<file path="config.mk">
export PLATFORM = sky130hd
export DESIGN_NAME = tlbi_va_all_space
export DESIGN_NICKNAME = d
export VERILOG_FILES = /design/src/pkg/tlbi_pkg.sv /design/src/rtl/tlbi_tag_ram.sv /design/src/rtl/tlbi_va_all_space.sv
export SDC_FILE = /design/constraint.sdc
export NUM_CORES = 1
export LEC_CHECK = 0
export ABC_AREA = 1
export BUFFER_PORTS_ARGS = -buffer_cell sky130_fd_sc_hd__buf_2
export CAP_MARGIN = 10
export CORE_UTILIZATION = 52
export CTS_CLUSTER_DIAMETER = 80
export DETAILED_ROUTE_END_ITERATION = 10
export HOLD_SLACK_MARGIN = 0.1
export PLACE_DENSITY = 0.69
export SYNTH_ARGS = -nofsm -noshare
export SYNTH_HDL_FRONTEND = slang
export SYNTH_SLANG_ARGS = --single-unit
export TNS_END_PERCENT = 20
</file>
<file path="constraint.sdc">
create_clock -name aclk -period 17.95 [get_ports aclk]
set_input_delay 1.795 -clock aclk [delete_from_list [all_inputs] [get_ports aclk]]
set_output_delay 1.795 -clock aclk [all_outputs]
set_load 0.01 [all_outputs]
</file>
<file path="src/pkg/tlbi_pkg.sv">
// constants, register map and state encoding of the invalidate-by-address-any-space block
package tlbi_pkg;

    // ************************************************************
    // register map, byte offsets on the register bus
    // ************************************************************
    localparam logic [7:0] TLBI_OFS_INVAL_LO = 8'h00;
    localparam logic [7:0] TLBI_OFS_INVAL_HI = 8'h04;
    localparam logic [7:0] TLBI_OFS_BANK_CTRL = 8'h08;
    localparam logic [7:0] TLBI_OFS_STATUS = 8'h0C;
    localparam logic [7:0] TLBI_OFS_UPPER_STAGE = 8'h10;

    // ************************************************************
    // bank control fields
    // ************************************************************
    localparam int TLBI_CTRL_WIDE = 0;
    localparam int TLBI_CTRL_GRAN_LO = 1;
    localparam int TLBI_CTRL_SECURE = 3;
    localparam int TLBI_CTRL_HYP = 4;
    localparam int TLBI_CTRL_MON = 5;
    localparam int TLBI_CTRL_VMID_LO = 8;
    localparam int TLBI_VMID_W = 8;
    localparam logic [31:0] TLBI_CTRL_RESET = 32'h0000_0000;
    localparam logic [31:0] TLBI_CTRL_MASK = 32'h0000_FF3F;

    // granule encodings
    localparam logic [1:0] TLBI_GRAN_4K = 2'h0;
    localparam logic [1:0] TLBI_GRAN_16K = 2'h1;
    localparam logic [1:0] TLBI_GRAN_64K = 2'h2;

    // ************************************************************
    // status fields
    // ************************************************************
    localparam int TLBI_STAT_BUSY = 0;
    localparam int TLBI_STAT_S1 = 1;
    localparam int TLBI_STAT_IGN = 2;
    localparam int TLBI_STAT_CNT_LO = 8;

    // ************************************************************
    // address layout: tag holds address bits 63 down to 12
    // ************************************************************
    localparam int TLBI_VA_W = 52;
    localparam int TLBI_WIDE_ADDR_MSB = 43;
    localparam int TLBI_SIGN_W = 8;
    localparam int TLBI_NARROW_ADDR_LO = 12;
    localparam logic [51:0] TLBI_MASK_4K = 52'hF_FFFF_FFFF_FFFF;
    localparam logic [51:0] TLBI_MASK_16K = 52'hF_FFFF_FFFF_FFFC;
    localparam logic [51:0] TLBI_MASK_64K = 52'hF_FFFF_FFFF_FFF0;

    // ************************************************************
    // tag memory entry layout
    // ************************************************************
    localparam int TLBI_ENT_VA_LO = 0;
    localparam int TLBI_ENT_VMID_LO = 52;
    localparam int TLBI_ENT_SECURE = 60;
    localparam int TLBI_ENT_GLOBAL = 61;
    localparam int TLBI_ENT_LOCKED = 62;
    localparam int TLBI_ENT_W = 63;

    // bus responses
    localparam logic [1:0] TLBI_RESP_OKAY = 2'h0;
    localparam logic [1:0] TLBI_RESP_SLVERR = 2'h2;

    // walker states, gray along idle, read, check
    typedef enum logic [1:0] {
        TLBI_IDLE = 2'h0,
        TLBI_READ = 2'h1,
        TLBI_CHECK = 2'h3
    } tlbi_state_t;

endpackage : tlbi_pkg

</file>
<file path="src/rtl/tlbi_tag_ram.sv">
// tag memory of the translation cache with one write port and a registered read port
`timescale 1ns/10ps
module tlbi_tag_ram #(
    parameter int DEPTH = 16,
    parameter int WIDTH = 63
) (
    input wire logic aclk,
    input wire logic ce,
    input wire logic we,
    input wire logic [$clog2(DEPTH)-1:0] waddr,
    input wire logic [WIDTH-1:0] wdata,
    input wire logic [$clog2(DEPTH)-1:0] raddr,
    output logic [WIDTH-1:0] rdata
);

    logic [WIDTH-1:0] mem [DEPTH];

    // write port
    always_ff @(posedge aclk) begin
        if (ce && we) begin
            mem[waddr] <= wdata;
        end
    end

    // read data leave through a register
    always_ff @(posedge aclk) begin
        if (ce) begin
            rdata <= mem[raddr];
        end
    end

endmodule : tlbi_tag_ram

</file>
<file path="src/rtl/tlbi_va_all_space.sv">
// invalidate-by-address-any-space maintenance register with its translation cache walker
`timescale 1ns/10ps
module tlbi_va_all_space
    import tlbi_pkg::*;
#(
    parameter int ENTRIES = 16,
    parameter bit STAGE1_SUPPORTED = 1'b1
) (
    input wire logic aclk,
    input wire logic aresetn,
    input wire logic ce,
    input wire logic [7:0] s_axi_awaddr,
    input wire logic [2:0] s_axi_awprot,
    input wire logic s_axi_awvalid,
    output logic s_axi_awready,
    input wire logic [31:0] s_axi_wdata,
    input wire logic [3:0] s_axi_wstrb,
    input wire logic s_axi_wvalid,
    output logic s_axi_wready,
    output logic [1:0] s_axi_bresp,
    output logic s_axi_bvalid,
    input wire logic s_axi_bready,
    input wire logic [7:0] s_axi_araddr,
    input wire logic [2:0] s_axi_arprot,
    input wire logic s_axi_arvalid,
    output logic s_axi_arready,
    output logic [31:0] s_axi_rdata,
    output logic [1:0] s_axi_rresp,
    output logic s_axi_rvalid,
    input wire logic s_axi_rready,
    input wire logic fill_valid,
    output logic fill_ready,
    input wire logic [$clog2(ENTRIES)-1:0] fill_index,
    input wire logic [TLBI_VA_W-1:0] fill_va,
    input wire logic [TLBI_VMID_W-1:0] fill_vmid,
    input wire logic fill_secure,
    input wire logic fill_global,
    input wire logic fill_locked,
    output logic [ENTRIES-1:0] entry_valid,
    output logic inval_done
);

    localparam int IDX_W = $clog2(ENTRIES);
    localparam int CNT_W = $clog2(ENTRIES + 1);
    localparam logic [IDX_W-1:0] LAST_IDX = IDX_W'(ENTRIES - 1);

    // ************************************************************
    // declarations
    // ************************************************************
    logic aw_held;
    logic w_held;
    logic [7:0] aw_addr;
    logic [31:0] w_data;
    logic [3:0] w_strb;
    logic [31:0] strb_mask;
    logic [31:0] w_masked;
    logic wr_fire;
    logic [31:0] bank_ctrl;
    logic [31:0] upper_stage;
    logic upper_ok;
    logic ignored;
    logic start;
    logic inval_ignore;
    logic [63:0] inval_word;
    logic [TLBI_VA_W-1:0] next_target;
    logic [TLBI_VA_W-1:0] target;
    logic [TLBI_VA_W-1:0] gran_mask;
    logic [TLBI_VA_W-1:0] snap_mask;
    logic snap_secure;
    logic [TLBI_VMID_W-1:0] snap_vmid;
    tlbi_state_t state;
    tlbi_state_t next_state;
    logic [IDX_W-1:0] idx;
    logic [CNT_W-1:0] cnt;
    logic [TLBI_ENT_W-1:0] ent;
    logic [TLBI_ENT_W-1:0] fill_word;
    logic fill_take;
    logic hit;
    logic busy;
    logic [31:0] rd_value;
    logic [1:0] rd_resp;

    assign busy = (state != TLBI_IDLE);

    // ************************************************************
    // register bus write side
    // ************************************************************

    // address channel, stalled while a pass runs so one write gives one pass
    always_ff @(posedge aclk) begin
        if (!aresetn) begin
            aw_held <= 1'b0;
            aw_addr <= 8'h00;
            s_axi_awready <= 1'b0;
        end else if (ce) begin
            if (s_axi_awvalid && s_axi_awready) begin
                aw_held <= 1'b1;
                aw_addr <= s_axi_awaddr;
            end else if (wr_fire) begin
                aw_held <= 1'b0;
            end
            s_axi_awready <= !aw_held && !(s_axi_awvalid && s_axi_awready) && (next_state == TLBI_IDLE);
        end
    end

    // data channel, taken in either order against the address
    always_ff @(posedge aclk) begin
        if (!aresetn) begin
            w_held <= 1'b0;
            w_data <= 32'h0000_0000;
            w_strb <= 4'h0;
            s_axi_wready <= 1'b0;
        end else if (ce) begin
            if (s_axi_wvalid && s_axi_wready) begin
                w_held <= 1'b1;
                w_data <= s_axi_wdata;
                w_strb <= s_axi_wstrb;
            end else if (wr_fire) begin
                w_held <= 1'b0;
            end
            s_axi_wready <= !w_held && !(s_axi_wvalid && s_axi_wready);
        end
    end

    assign wr_fire = aw_held && w_held && !s_axi_bvalid;
    assign strb_mask = {{8{w_strb[3]}}, {8{w_strb[2]}}, {8{w_strb[1]}}, {8{w_strb[0]}}};
    assign w_masked = w_data & strb_mask;

    // write response, slave error for an unmapped address
    always_ff @(posedge aclk) begin
        if (!aresetn) begin
            s_axi_bvalid <= 1'b0;
            s_axi_bresp <= TLBI_RESP_OKAY;
        end else if (ce) begin
            if (wr_fire) begin
                s_axi_bvalid <= 1'b1;
                if (aw_addr == TLBI_OFS_INVAL_LO || aw_addr == TLBI_OFS_INVAL_HI) begin
                    s_axi_bresp <= TLBI_RESP_OKAY;
                end else if (aw_addr == TLBI_OFS_BANK_CTRL || aw_addr == TLBI_OFS_STATUS) begin
                    s_axi_bresp <= TLBI_RESP_OKAY;
                end else if (aw_addr == TLBI_OFS_UPPER_STAGE) begin
                    s_axi_bresp <= TLBI_RESP_OKAY;
                end else begin
                    s_axi_bresp <= TLBI_RESP_SLVERR;
                end
            end else if (s_axi_bready) begin
                s_axi_bvalid <= 1'b0;
            end
        end
    end

    // bank control register, byte lanes honoured
    always_ff @(posedge aclk) begin
        if (!aresetn) begin
            bank_ctrl <= TLBI_CTRL_RESET;
        end else if (ce) begin
            if (wr_fire && aw_addr == TLBI_OFS_BANK_CTRL) begin
                bank_ctrl <= ((bank_ctrl & ~strb_mask) | w_masked) & TLBI_CTRL_MASK;
            end
        end
    end

    // upper half staging: the next lower-half write forms one 64-bit access when the wide bit is set
    always_ff @(posedge aclk) begin
        if (!aresetn) begin
            upper_stage <= 32'h0000_0000;
            upper_ok <= 1'b0;
        end else if (ce) begin
            if (wr_fire && aw_addr == TLBI_OFS_UPPER_STAGE) begin
                upper_stage <= w_masked;
                upper_ok <= 1'b1;
            end else if (wr_fire && aw_addr == TLBI_OFS_INVAL_LO) begin
                upper_ok <= 1'b0;
            end
        end
    end

    // ************************************************************
    // invalidation request decode
    // ************************************************************

    // a write to the upper half alone never reaches this point
    always_comb begin
        inval_word = {32'h0000_0000, w_masked};
        if (bank_ctrl[TLBI_CTRL_WIDE] && upper_ok) begin
            inval_word = {upper_stage, w_masked};
        end
    end

    // address bits 63 down to 12 as the tag compares them
    always_comb begin
        if (bank_ctrl[TLBI_CTRL_WIDE]) begin
            next_target = {{TLBI_SIGN_W{inval_word[TLBI_WIDE_ADDR_MSB]}},
                           inval_word[TLBI_WIDE_ADDR_MSB:0]};
        end else begin
            next_target = {32'h0000_0000, inval_word[31:TLBI_NARROW_ADDR_LO]};
        end
    end

    // granule decides how many low address bits take no part
    always_comb begin
        if (bank_ctrl[TLBI_CTRL_GRAN_LO +: 2] == TLBI_GRAN_64K) begin
            gran_mask = TLBI_MASK_64K;
        end else if (bank_ctrl[TLBI_CTRL_GRAN_LO +: 2] == TLBI_GRAN_16K) begin
            gran_mask = TLBI_MASK_16K;
        end else begin
            gran_mask = TLBI_MASK_4K;
        end
    end

    // unpredictable settings and a missing stage 1 make the write a no-op
    assign inval_ignore = !STAGE1_SUPPORTED || bank_ctrl[TLBI_CTRL_HYP] || bank_ctrl[TLBI_CTRL_MON];
    assign start = wr_fire && (aw_addr == TLBI_OFS_INVAL_LO) && !inval_ignore;

    // snapshot of target and bank settings for the whole pass
    always_ff @(posedge aclk) begin
        if (!aresetn) begin
            target <= '0;
            snap_mask <= TLBI_MASK_4K;
            snap_secure <= 1'b0;
            snap_vmid <= '0;
        end else if (ce) begin
            if (start) begin
                target <= next_target & gran_mask;
                snap_mask <= gran_mask;
                snap_secure <= bank_ctrl[TLBI_CTRL_SECURE];
                snap_vmid <= bank_ctrl[TLBI_CTRL_VMID_LO +: TLBI_VMID_W];
            end
        end
    end

    // remembers that the last request was dropped
    always_ff @(posedge aclk) begin
        if (!aresetn) begin
            ignored <= 1'b0;
        end else if (ce) begin
            if (wr_fire && aw_addr == TLBI_OFS_INVAL_LO) begin
                ignored <= inval_ignore;
            end
        end
    end

    // ************************************************************
    // walker over all entries
    // ************************************************************

    // next state of the walker
    always_comb begin
        next_state = state;
        case (state)
            TLBI_IDLE: begin
                if (start) begin
                    next_state = TLBI_READ;
                end
            end
            TLBI_READ: begin
                next_state = TLBI_CHECK;
            end
            TLBI_CHECK: begin
                if (idx == LAST_IDX) begin
                    next_state = TLBI_IDLE;
                end else begin
                    next_state = TLBI_READ;
                end
            end
            default: begin
                next_state = TLBI_IDLE;
            end
        endcase
    end

    always_ff @(posedge aclk) begin
        if (!aresetn) begin
            state <= TLBI_IDLE;
        end else if (ce) begin
            state <= next_state;
        end
    end

    // entry index and count of removed entries
    always_ff @(posedge aclk) begin
        if (!aresetn) begin
            idx <= '0;
            cnt <= '0;
        end else if (ce) begin
            if (start) begin
                idx <= '0;
                cnt <= '0;
            end else if (state == TLBI_CHECK) begin
                if (idx != LAST_IDX) begin
                    idx <= idx + 1'b1;
                end
                if (hit) begin
                    cnt <= cnt + 1'b1;
                end
            end
        end
    end

    // match ignores any space id, so global entries fall in as well
    always_comb begin
        hit = entry_valid[idx] && !ent[TLBI_ENT_LOCKED];
        if (((ent[TLBI_ENT_VA_LO +: TLBI_VA_W] & snap_mask) != target)) begin
            hit = 1'b0;
        end
        if (ent[TLBI_ENT_SECURE] != snap_secure) begin
            hit = 1'b0;
        end
        if (!snap_secure && ent[TLBI_ENT_VMID_LO +: TLBI_VMID_W] != snap_vmid) begin
            hit = 1'b0;
        end
    end

    // completion pulse at the end of every pass
    always_ff @(posedge aclk) begin
        if (!aresetn) begin
            inval_done <= 1'b0;
        end else if (ce) begin
            inval_done <= (state == TLBI_CHECK) && (idx == LAST_IDX);
        end else begin
            inval_done <= 1'b0;
        end
    end

    // ************************************************************
    // entry fill and valid bits
    // ************************************************************
    assign fill_take = fill_valid && fill_ready && (state == TLBI_IDLE);
    assign fill_word = {fill_locked, fill_global, fill_secure, fill_vmid, fill_va};

    // fills only between passes, so the two writers never meet
    always_ff @(posedge aclk) begin
        if (!aresetn) begin
            fill_ready <= 1'b0;
        end else if (ce) begin
            fill_ready <= (next_state == TLBI_IDLE) && !start;
        end
    end

    // valid bit per entry, cleared by the walker on a hit
    always_ff @(posedge aclk) begin
        if (!aresetn) begin
            entry_valid <= '0;
        end else if (ce) begin
            if (fill_take) begin
                entry_valid[fill_index] <= 1'b1;
            end else if (state == TLBI_CHECK && hit) begin
                entry_valid[idx] <= 1'b0;
            end
        end
    end

    tlbi_tag_ram #(
        .DEPTH(ENTRIES),
        .WIDTH(TLBI_ENT_W)
    ) u_tag_ram (
        .aclk(aclk),
        .ce(ce),
        .we(fill_take),
        .waddr(fill_index),
        .wdata(fill_word),
        .raddr(idx),
        .rdata(ent)
    );

    // ************************************************************
    // register bus read side
    // ************************************************************

    // read decode; the maintenance words read as zero
    always_comb begin
        rd_value = 32'h0000_0000;
        rd_resp = TLBI_RESP_OKAY;
        if (s_axi_araddr == TLBI_OFS_INVAL_LO || s_axi_araddr == TLBI_OFS_INVAL_HI) begin
            rd_value = 32'h0000_0000;
        end else if (s_axi_araddr == TLBI_OFS_UPPER_STAGE) begin
            rd_value = 32'h0000_0000;
        end else if (s_axi_araddr == TLBI_OFS_BANK_CTRL) begin
            rd_value = bank_ctrl;
        end else if (s_axi_araddr == TLBI_OFS_STATUS) begin
            rd_value[TLBI_STAT_BUSY] = busy;
            rd_value[TLBI_STAT_S1] = STAGE1_SUPPORTED;
            rd_value[TLBI_STAT_IGN] = ignored;
            rd_value[TLBI_STAT_CNT_LO +: 8] = 8'(cnt);
        end else begin
            rd_resp = TLBI_RESP_SLVERR;
        end
    end

    // one read at a time, data held until taken
    always_ff @(posedge aclk) begin
        if (!aresetn) begin
            s_axi_arready <= 1'b0;
            s_axi_rvalid <= 1'b0;
            s_axi_rdata <= 32'h0000_0000;
            s_axi_rresp <= TLBI_RESP_OKAY;
        end else if (ce) begin
            if (s_axi_arvalid && s_axi_arready) begin
                s_axi_arready <= 1'b0;
                s_axi_rvalid <= 1'b1;
                s_axi_rdata <= rd_value;
                s_axi_rresp <= rd_resp;
            end else if (s_axi_rvalid && s_axi_rready) begin
                s_axi_rvalid <= 1'b0;
                s_axi_arready <= 1'b1;
            end else if (!s_axi_rvalid) begin
                s_axi_arready <= 1'b1;
            end
        end
    end

endmodule : tlbi_va_all_space

</file>
==> results.sh, run 1 <==
export IMPL_setup_tns_final_ns=0
export IMPL_clockBufferDepth=3
export IMPL_cts_tree="built"
export IMPL_mostFrequentLayoutCell="edfxtp_1"
export IMPL_seq_area_frac_synth_pct=72.3
export IMPL_endpoint="u_tag_ram.mem[14][12]$_DFFE_PP_"
export IMPL_clk_latency_ns=0.72
export IMPL_dieArea_um2=95000
export IMPL_rr_endpoint="u_tag_ram.mem[14][12]$_DFFE_PP_"
export IMPL_avgSynthCellArea_um2=11.7
export IMPL_rsz0062_at_grt="no"
export IMPL_routed_wl_um=124000
export IMPL_gp_congestion=0.943
export IMPL_fin_crit_sh_pct=28.0
export IMPL_drtIter0Drc=4088
export IMPL_placed_cells=5371
export IMPL_worstReg2RegStart="state[0]$_SDFFE_PN0P_"
export IMPL_worstSetupStartpoint="fill_valid"
export IMPL_die_width_um=308
export IMPL_area_delta_synth_final_pct=11.9
export IMPL_cp_required_ns=18.27
export IMPL_ant_nets=0
export IMPL_peakVddDrop_v=0.000100
export IMPL_setup_violations=0
export IMPL_rrSetupSlack_ns=13.44
export IMPL_synth_top_family_by_area="compound AO/OA/AOI/OAI gates"
export IMPL_endpoint_kind="register"
export IMPL_slowest_stage="nor2_4"
export IMPL_synth_cells=4160
export IMPL_p_per_area_nw_per_um2=105
export IMPL_p_clk_share_pct=43.6
export IMPL_p_switching_w=0.00117
export IMPL_first_pass_iters=6
export IMPL_dpl_hpwl_um=66700
export IMPL_multiInputGateArea_um2=11900
export IMPL_criticalPathCategory="in -> reg"
export IMPL_synth_top_area_cell="edfxtp_1"
export IMPL_tightest_slew_ns=1.19
export IMPL_synth_edf_count=1054
export IMPL_clkSinkCount=1233
export IMPL_core_area_um2=92200
export IMPL_start_util_pct=52.9
export IMPL_worstSetupStartpointType="input pin"
export IMPL_path_cells="buf_2, nand3_1, inv_1, nand2_1, buf_4, nor2_4, buf_4"
export IMPL_drc=0
export IMPL_cts_buffers=118
export IMPL_clock_fmax_mhz=199
export IMPL_cts_hold_buffers=0
export IMPL_portBuffers=165
export IMPL_arrival_ns=5.35
export IMPL_synthTopCellsByArea="edfxtp_1 (65%), dfxtp_1 (7.3%), o21ai_0 (6.0%)"
export IMPL_cp_slowest_stage_delay_ns=0.80
export IMPL_r2r_cells=7
export IMPL_path_clk_slew_ns=0.06
export IMPL_comb_power_share_pct=1.9
export IMPL_pwr_share_seq_pct=54.5
export IMPL_outcome="complete, no violations"
export IMPL_synth_top_area_share_pct=64.9
export IMPL_overflow=0
export IMPL_nFillCells=7305
export IMPL_synth_xor_area_share_pct=0.485
export IMPL_synth_compound_area_share_pct=11.7
export IMPL_synth_area_mux_share_pct=0
export IMPL_ys_seq_elements=1233
export IMPL_post_route_min_period_ns=5.03
export IMPL_synthAdderAreaFrac_pct=0.154
export IMPL_path_common_cell="buf_4"
export IMPL_fp_dieH_um=308
export IMPL_hold_class="reg -> reg"
export IMPL_postCtsSetupRepairBufs=0
export IMPL_internal_power_w=0.00456
export IMPL_cts_root_buf="clkbuf_16"
export IMPL_regArea_um2=35200
export IMPL_fp_row_count=111
export IMPL_gr_usage_all_layers_pct=25.8
export IMPL_final_util_pct=59.1
export IMPL_boundaryPins=193
export IMPL_p_sw_share_pct=20.5
export IMPL_cts_resized=0
export IMPL_viasPerCell=5.83
export IMPL_final_cell_mix="edfxtp_1 (1054), nor2_1 (647), nand2_1 (587)"
export IMPL_synth_flop_cell="edfxtp_1"
export IMPL_drive_above_1_share_pct=10.4
export IMPL_antenna_found_initial=13
export IMPL_drv_cap=0
export IMPL_num_vias=32700
export IMPL_yosys_warnings=0
export IMPL_hold_viol_final=0
export IMPL_grt_pass1_wl_um=184000
export IMPL_slew_viol_final=0
export IMPL_grt_pass1_vias=30100
export IMPL_syn_area_um2=48800
export IMPL_cts_max_level=3
export IMPL_grt_max_degree=212
export IMPL_synthSimpleGateAreaFrac_pct=11.7
export IMPL_p_leak_nw=18.6
export IMPL_crit_fanout=43
export IMPL_hold_slack_ns=0.446
export IMPL_async_reset_ff_share_pct=0
export IMPL_final_cells=5601
export IMPL_clock_skew_ns=0.0334
export IMPL_max_slew_margin_pct=20.5
export IMPL_wl_per_cell_um=22.2
export IMPL_nNetsFinal=4388
export IMPL_netlist_cell_type_count=40
==> worst max-delay path: cells and delay by family <==
family / cells / cell delay [ns]
buffers and inverters: 4 / 1.87
AND/OR/NAND/NOR: 3 / 1.63
==> layout make-up <==
cell class	instances	area share (%)
multi-input cells	2504	21.7
inverters	174	1.23
flip-flops and latches	1233	64.6
well taps	1243	2.85
repair buffers	217	2.30
clock inverters	67	1.29
diodes	6	0.0275
clock buffers	157	5.93
==> power by group through the flow <==
stage	logic (W)	clock network (W)	registers, W
after CTS	0.000109	0.00253	0.00313
final	0.000110	0.00250	0.00313
after global placement	0.000107	0	0.00319
after floorplan	0.0000493	0	0.00319
after detailed placement	0.000109	0	0.00319
after global routing	0.000121	0.00263	0.00313
==> through the flow <==
stage | setup slack [ns] | cell area (µm²) | power [W]
CTS | 12.99 | 54500 | 0.00576
global route | 12.78 | 54500 | 0.00588
floorplan | 9.20 | 48800 | 0.00324
finish | 12.92 | 54500 | 0.00574
global placement | 12.24 | 50600 | 0.00330
detailed placement | 12.23 | 50600 | 0.00330
==> flip-flops by register name, indices dropped and copies added (netlist names), 2 cells and up, named ones only <==
register	cells
w_strb	4
u_tag_ram.mem	992
entry_valid	16
snap_mask	2
state	2
aw_addr	8
target	44
upper_stage	12
snap_vmid	8
idx	4
s_axi_rdata	14
cnt	5
w_data	32
u_tag_ram.rdata	62
==> cell usage after synthesis (6+ instances only) <==
cell	number
dfxtp_1	179
clkbuf_1	172
o21ai_0	585
a211oi_1	23
o31ai_1	7
nand3_1	54
o22ai_1	266
ha_1	6
buf_4	21
a31oi_1	17
inv_2	7
nand4_1	75
nand2_1	587
a21oi_2	6
inv_1	166
edfxtp_1	1054
a21oi_1	113
o21ai_1	7
buf_1	15
nand2_2	10
o32ai_1	10
xnor2_1	13
xor2_1	14
buf_2	57
nor2_1	652
nor3_1	23
==> layer usage <==
| metal | routed length, µm | GRT usage [%] | vias up |
|---|---|---|---|
| met1 | 52000 | 36.6 | 15900 |
| met2 | 58100 | 41.0 | 1489 |
| li1 | - | - | 15000 |
| met4 | 3210 | 8.26 | 12 |
| met3 | 11000 | 4.03 | 239 |
| met5 | 69 | 0 | - |
==> logic make-up after synthesis <==
logic type | Yosys count
AO/OA/AOI/OAI | 1037
AND/OR/NAND/NOR | 1414
buffers and inverters | 442
other | 1
flip-flops | 1233
adder cells (fa/ha/maj) | 6
XOR/XNOR | 27
==> how the worst min path moves through the flow <==
stage	from	end	slack [ns]	depth (start not counted)
after floorplan	aw_addr[1]$_SDFFE_PN0P_	aw_addr[1]$_SDFFE_PN0P_	0.42	2
after detailed placement	aw_addr[1]$_SDFFE_PN0P_	aw_addr[1]$_SDFFE_PN0P_	0.44	2
final	aw_addr[6]$_SDFFE_PN0P_	aw_addr[6]$_SDFFE_PN0P_	0.45	2
after CTS	aw_addr[6]$_SDFFE_PN0P_	aw_addr[6]$_SDFFE_PN0P_	0.45	2
after global placement	aw_addr[0]$_SDFFE_PN0P_	aw_addr[0]$_SDFFE_PN0P_	0.43	2
after global routing	aw_addr[7]$_SDFFE_PN0P_	aw_addr[7]$_SDFFE_PN0P_	0.48	2
Power figures use the tool's default switching activity.
==> run 2: changes to the inputs <==
--- a/config.mk
+++ b/config.mk
@@ -5,7 +5,7 @@
 export SDC_FILE = /design/constraint.sdc
 export NUM_CORES = 1
 export LEC_CHECK = 0
-export ABC_AREA = 1
+export ABC_AREA = 0
 export BUFFER_PORTS_ARGS = -buffer_cell sky130_fd_sc_hd__buf_2
 export CAP_MARGIN = 10
 export CORE_UTILIZATION = 52
==> constraint.sdc (replaced) <==
create_clock -name aclk -period 4.9 [get_ports aclk]
set_input_delay 0.49 -clock aclk [delete_from_list [all_inputs] [get_ports aclk]]
set_output_delay 0.49 -clock aclk [all_outputs]
set_load 0.01 [all_outputs]
==> run 2 against run 1 <==
Effect of this change: non-clock buffer count rose by 38; area after synthesis down 3.4%; clock power rose to 3.7 times the previous value; first-iteration DRC count decreased by 41%; sequential power grew to 3.7 times the previous value; critical path type is now reg -> reg; largest power group unchanged; highest routed layer unchanged.
==> results.sh, run 2 <==
export IMPL_outcome="complete, no violations"
export IMPL_clock_skew_ns=0.0492
export IMPL_synth_top_area_cell="edfxtp_1"
export IMPL_cts_buffers=120
export IMPL_yosys_warnings=0
export IMPL_synth_cells=2428
export IMPL_final_cell_mix="edfxtp_1 (1054), mux4_2 (314), nand2_1 (196)"
export IMPL_hold_viol_final=0
export IMPL_slew_viol_final=0
export IMPL_worst_path_stages=6
export IMPL_clock_fmax_mhz=315
export IMPL_p_leak_nw=17.0
export IMPL_synth_compound_area_share_pct=2.99
export IMPL_top_usage_layer="met2"
export IMPL_ys_seq_elements=1233
export IMPL_grt_pass1_vias=24200
export IMPL_criticalPathCategory="reg -> reg"
export IMPL_synthSimpleGateAreaFrac_pct=4.16
export IMPL_viasPerCell=6.10
export IMPL_post_route_min_period_ns=3.17
export IMPL_nFillCells=6288
export IMPL_crit_family="simple AND/OR/NAND/NOR gates"
export IMPL_synth_edf_count=1054
export IMPL_grt_max_degree=134
export IMPL_synth_top_family_by_area="multiplexers"
export IMPL_fp_dieH_um=303
export IMPL_overflow=0
export IMPL_hold_slack_ns=0.155
export IMPL_antenna_found_initial=12
export IMPL_seq_area_frac_synth_pct=74.8
export IMPL_rr_endpoint="target[7]$_SDFFE_PN0P_"
export IMPL_dpl_hpwl_um=60500
export IMPL_path_clk_slew_ns=0.06
export IMPL_rrSetupSlack_ns=1.73
export IMPL_drc=0
export IMPL_path_cells="or4_4, nor4_4, and3_1, nand2_2, a311oi_1, nor3_1"
export IMPL_p_per_area_nw_per_um2=389
export IMPL_async_reset_ff_share_pct=0
export IMPL_cts_resized=0
export IMPL_grt_met2_usage_pct=38.1
export IMPL_clkSinkCount=1233
export IMPL_cts_root_buf="clkbuf_16"
export IMPL_clockBufferDepth=3
export IMPL_drive_above_1_share_pct=26.9
export IMPL_hold_start="fill_va[43]"
export IMPL_crit_fanout=53
export IMPL_cts_max_level=3
export IMPL_max_slew_margin_pct=22.9
export IMPL_synth_area_mux_share_pct=15.4
export IMPL_worstSetupStartpointType="register"
export IMPL_fin_crit_sh_pct=64.7
export IMPL_postLayoutCellArea_um2=53900
export IMPL_setup_tns_final_ns=0
export IMPL_nNetsFinal=2813
export IMPL_boundaryPins=193
export IMPL_synthAdderAreaFrac_pct=0.159
export IMPL_rsz0062_at_grt="no"
export IMPL_top_regs="u_tag_ram.mem (992), u_tag_ram.rdata (62), target (44)"
export IMPL_synth_most_common_cell="edfxtp_1"
export IMPL_r2r_cells=6
export IMPL_core_area_um2=89900
export IMPL_cp_required_ns=5.45
export IMPL_mostFrequentLayoutCell="edfxtp_1"
export IMPL_grt_pass1_wl_um=157000
export IMPL_arrival_ns=3.72
export IMPL_yosys_top_cells_count="edfxtp_1 (1054), mux4_2 (314), nand2_1 (196), dfxtp_1 (179), a21oi_1 (116)"
export IMPL_area_delta_synth_final_pct=14.4
export IMPL_start_util_pct=52.4
export IMPL_fp_row_count=110
export IMPL_synth_xor_area_share_pct=0.948
export IMPL_drv_cap=0
export IMPL_met1_usage_pct=33.7
export IMPL_portBuffers=165
export IMPL_synth_flop_cell="edfxtp_1"
export IMPL_met3_usage_pct=3.20
export IMPL_avgSynthCellArea_um2=19.4
export IMPL_hold_class="in -> reg"
export IMPL_ant_nets=0
export IMPL_cts_tree="built"
export IMPL_cts_hold_buffers=41
export IMPL_dieArea_um2=91800
export IMPL_wl_per_cell_um=27.1
export IMPL_routed_wl_um=107000
export IMPL_syn_area_um2=47100
export IMPL_drtIter0Drc=2398
export IMPL_num_vias=24100
export IMPL_min_path_cells=1
export IMPL_gp_congestion=0.889
export IMPL_cp_slowest_stage_delay_ns=0.72
export IMPL_die_width_um=303
export IMPL_dpl_instance_area_um2=49500
export IMPL_largest_reg_flops=992
export IMPL_postCtsSetupRepairBufs=0
export IMPL_clk_latency_ns=0.71
export IMPL_netlist_cell_type_count=62
export IMPL_cp_num_buf_inv=0
export IMPL_synthTopCellsByArea="edfxtp_1 (67%), mux4_2 (15%), dfxtp_1 (7.6%)"
export IMPL_first_pass_iters=6
export IMPL_largest_register="u_tag_ram.mem"
export IMPL_hold_end="u_tag_ram.mem[3][43]$_DFFE_PP_"
export IMPL_setup_violations=0
export IMPL_worstReg2RegStart="aw_addr[0]$_SDFFE_PN0P_"
export IMPL_synth_top_area_share_pct=67.2
export IMPL_gr_usage_all_layers_pct=23.5
export IMPL_peakVddDrop_v=0.000287
export IMPL_slowest_stage="nand2_2"
export IMPL_endpoint_kind="register"
export IMPL_tightest_slew_ns=1.15
[run 2: logic make-up after synthesis]
logic type | count (synthesis)
XOR/XNOR | 51
flip-flops | 1233
AND/OR/NAND/NOR | 428
multiplexers | 329
other | 1
buffers and inverters | 160
AO/OA/AOI/OAI | 220
adder cells (fa/ha/maj) | 6
[run 2: layout make-up]
class | instances | area, µm² | share of cell area, %
flip-flops and latches | 1233 | 35200 | 65.4
multi-input cells | 1054 | 11300 | 21.0
clock buffers | 150 | 3170 | 5.88
repair buffers | 255 | 1870 | 3.47
well taps | 1176 | 1470 | 2.73
clock inverters | 74 | 766 | 1.42
inverters | 9 | 36.3 | 0.0674
diodes | 1 | 2.50 | 0.00464
[run 2: how the worst max path moves through the flow]
stage / from / end
2_1_floorplan: state[1]$_SDFFE_PN0P_ / u_tag_ram.mem[1][0]$_DFFE_PP_
3_3_place_gp: ce / u_tag_ram.mem[14][58]$_DFFE_PP_
3_5_place_dp: ce / u_tag_ram.mem[14][58]$_DFFE_PP_
4_1_cts: state[1]$_SDFFE_PN0P_ / u_tag_ram.mem[1][44]$_DFFE_PP_
5_1_grt: aw_addr[0]$_SDFFE_PN0P_ / target[6]$_SDFFE_PN0P_
6_report: aw_addr[0]$_SDFFE_PN0P_ / target[7]$_SDFFE_PN0P_
[run 2: layer usage]
metal  vias up  share of wire [%]
met5         -              0.058
met4        10                2.2
met3       163                6.4
met2       962                 49
met1     12700                 42
li1      10300                  -
[run 2: stage by stage]
stage                     utilization [%]  std cells  total power, W  setup WS (ns)
after global placement               55.1       3686          0.0120           1.74
after floorplan                         -       2447          0.0118          0.512
after global routing                 59.9       3952          0.0215           1.57
after CTS                            59.9       3951          0.0211           1.75
final                                59.9       3952          0.0210           1.73
after detailed placement             55.1       3686          0.0120           1.66
[run 2: power breakdown]
group	leakage, nW	switching [W]	internal [W]	total [W]
sequential	11.0	0.0000381	0.0114	0.0115
clock	1.92	0.00387	0.00527	0.00914
combinational	4.08	0.000260	0.000113	0.000373
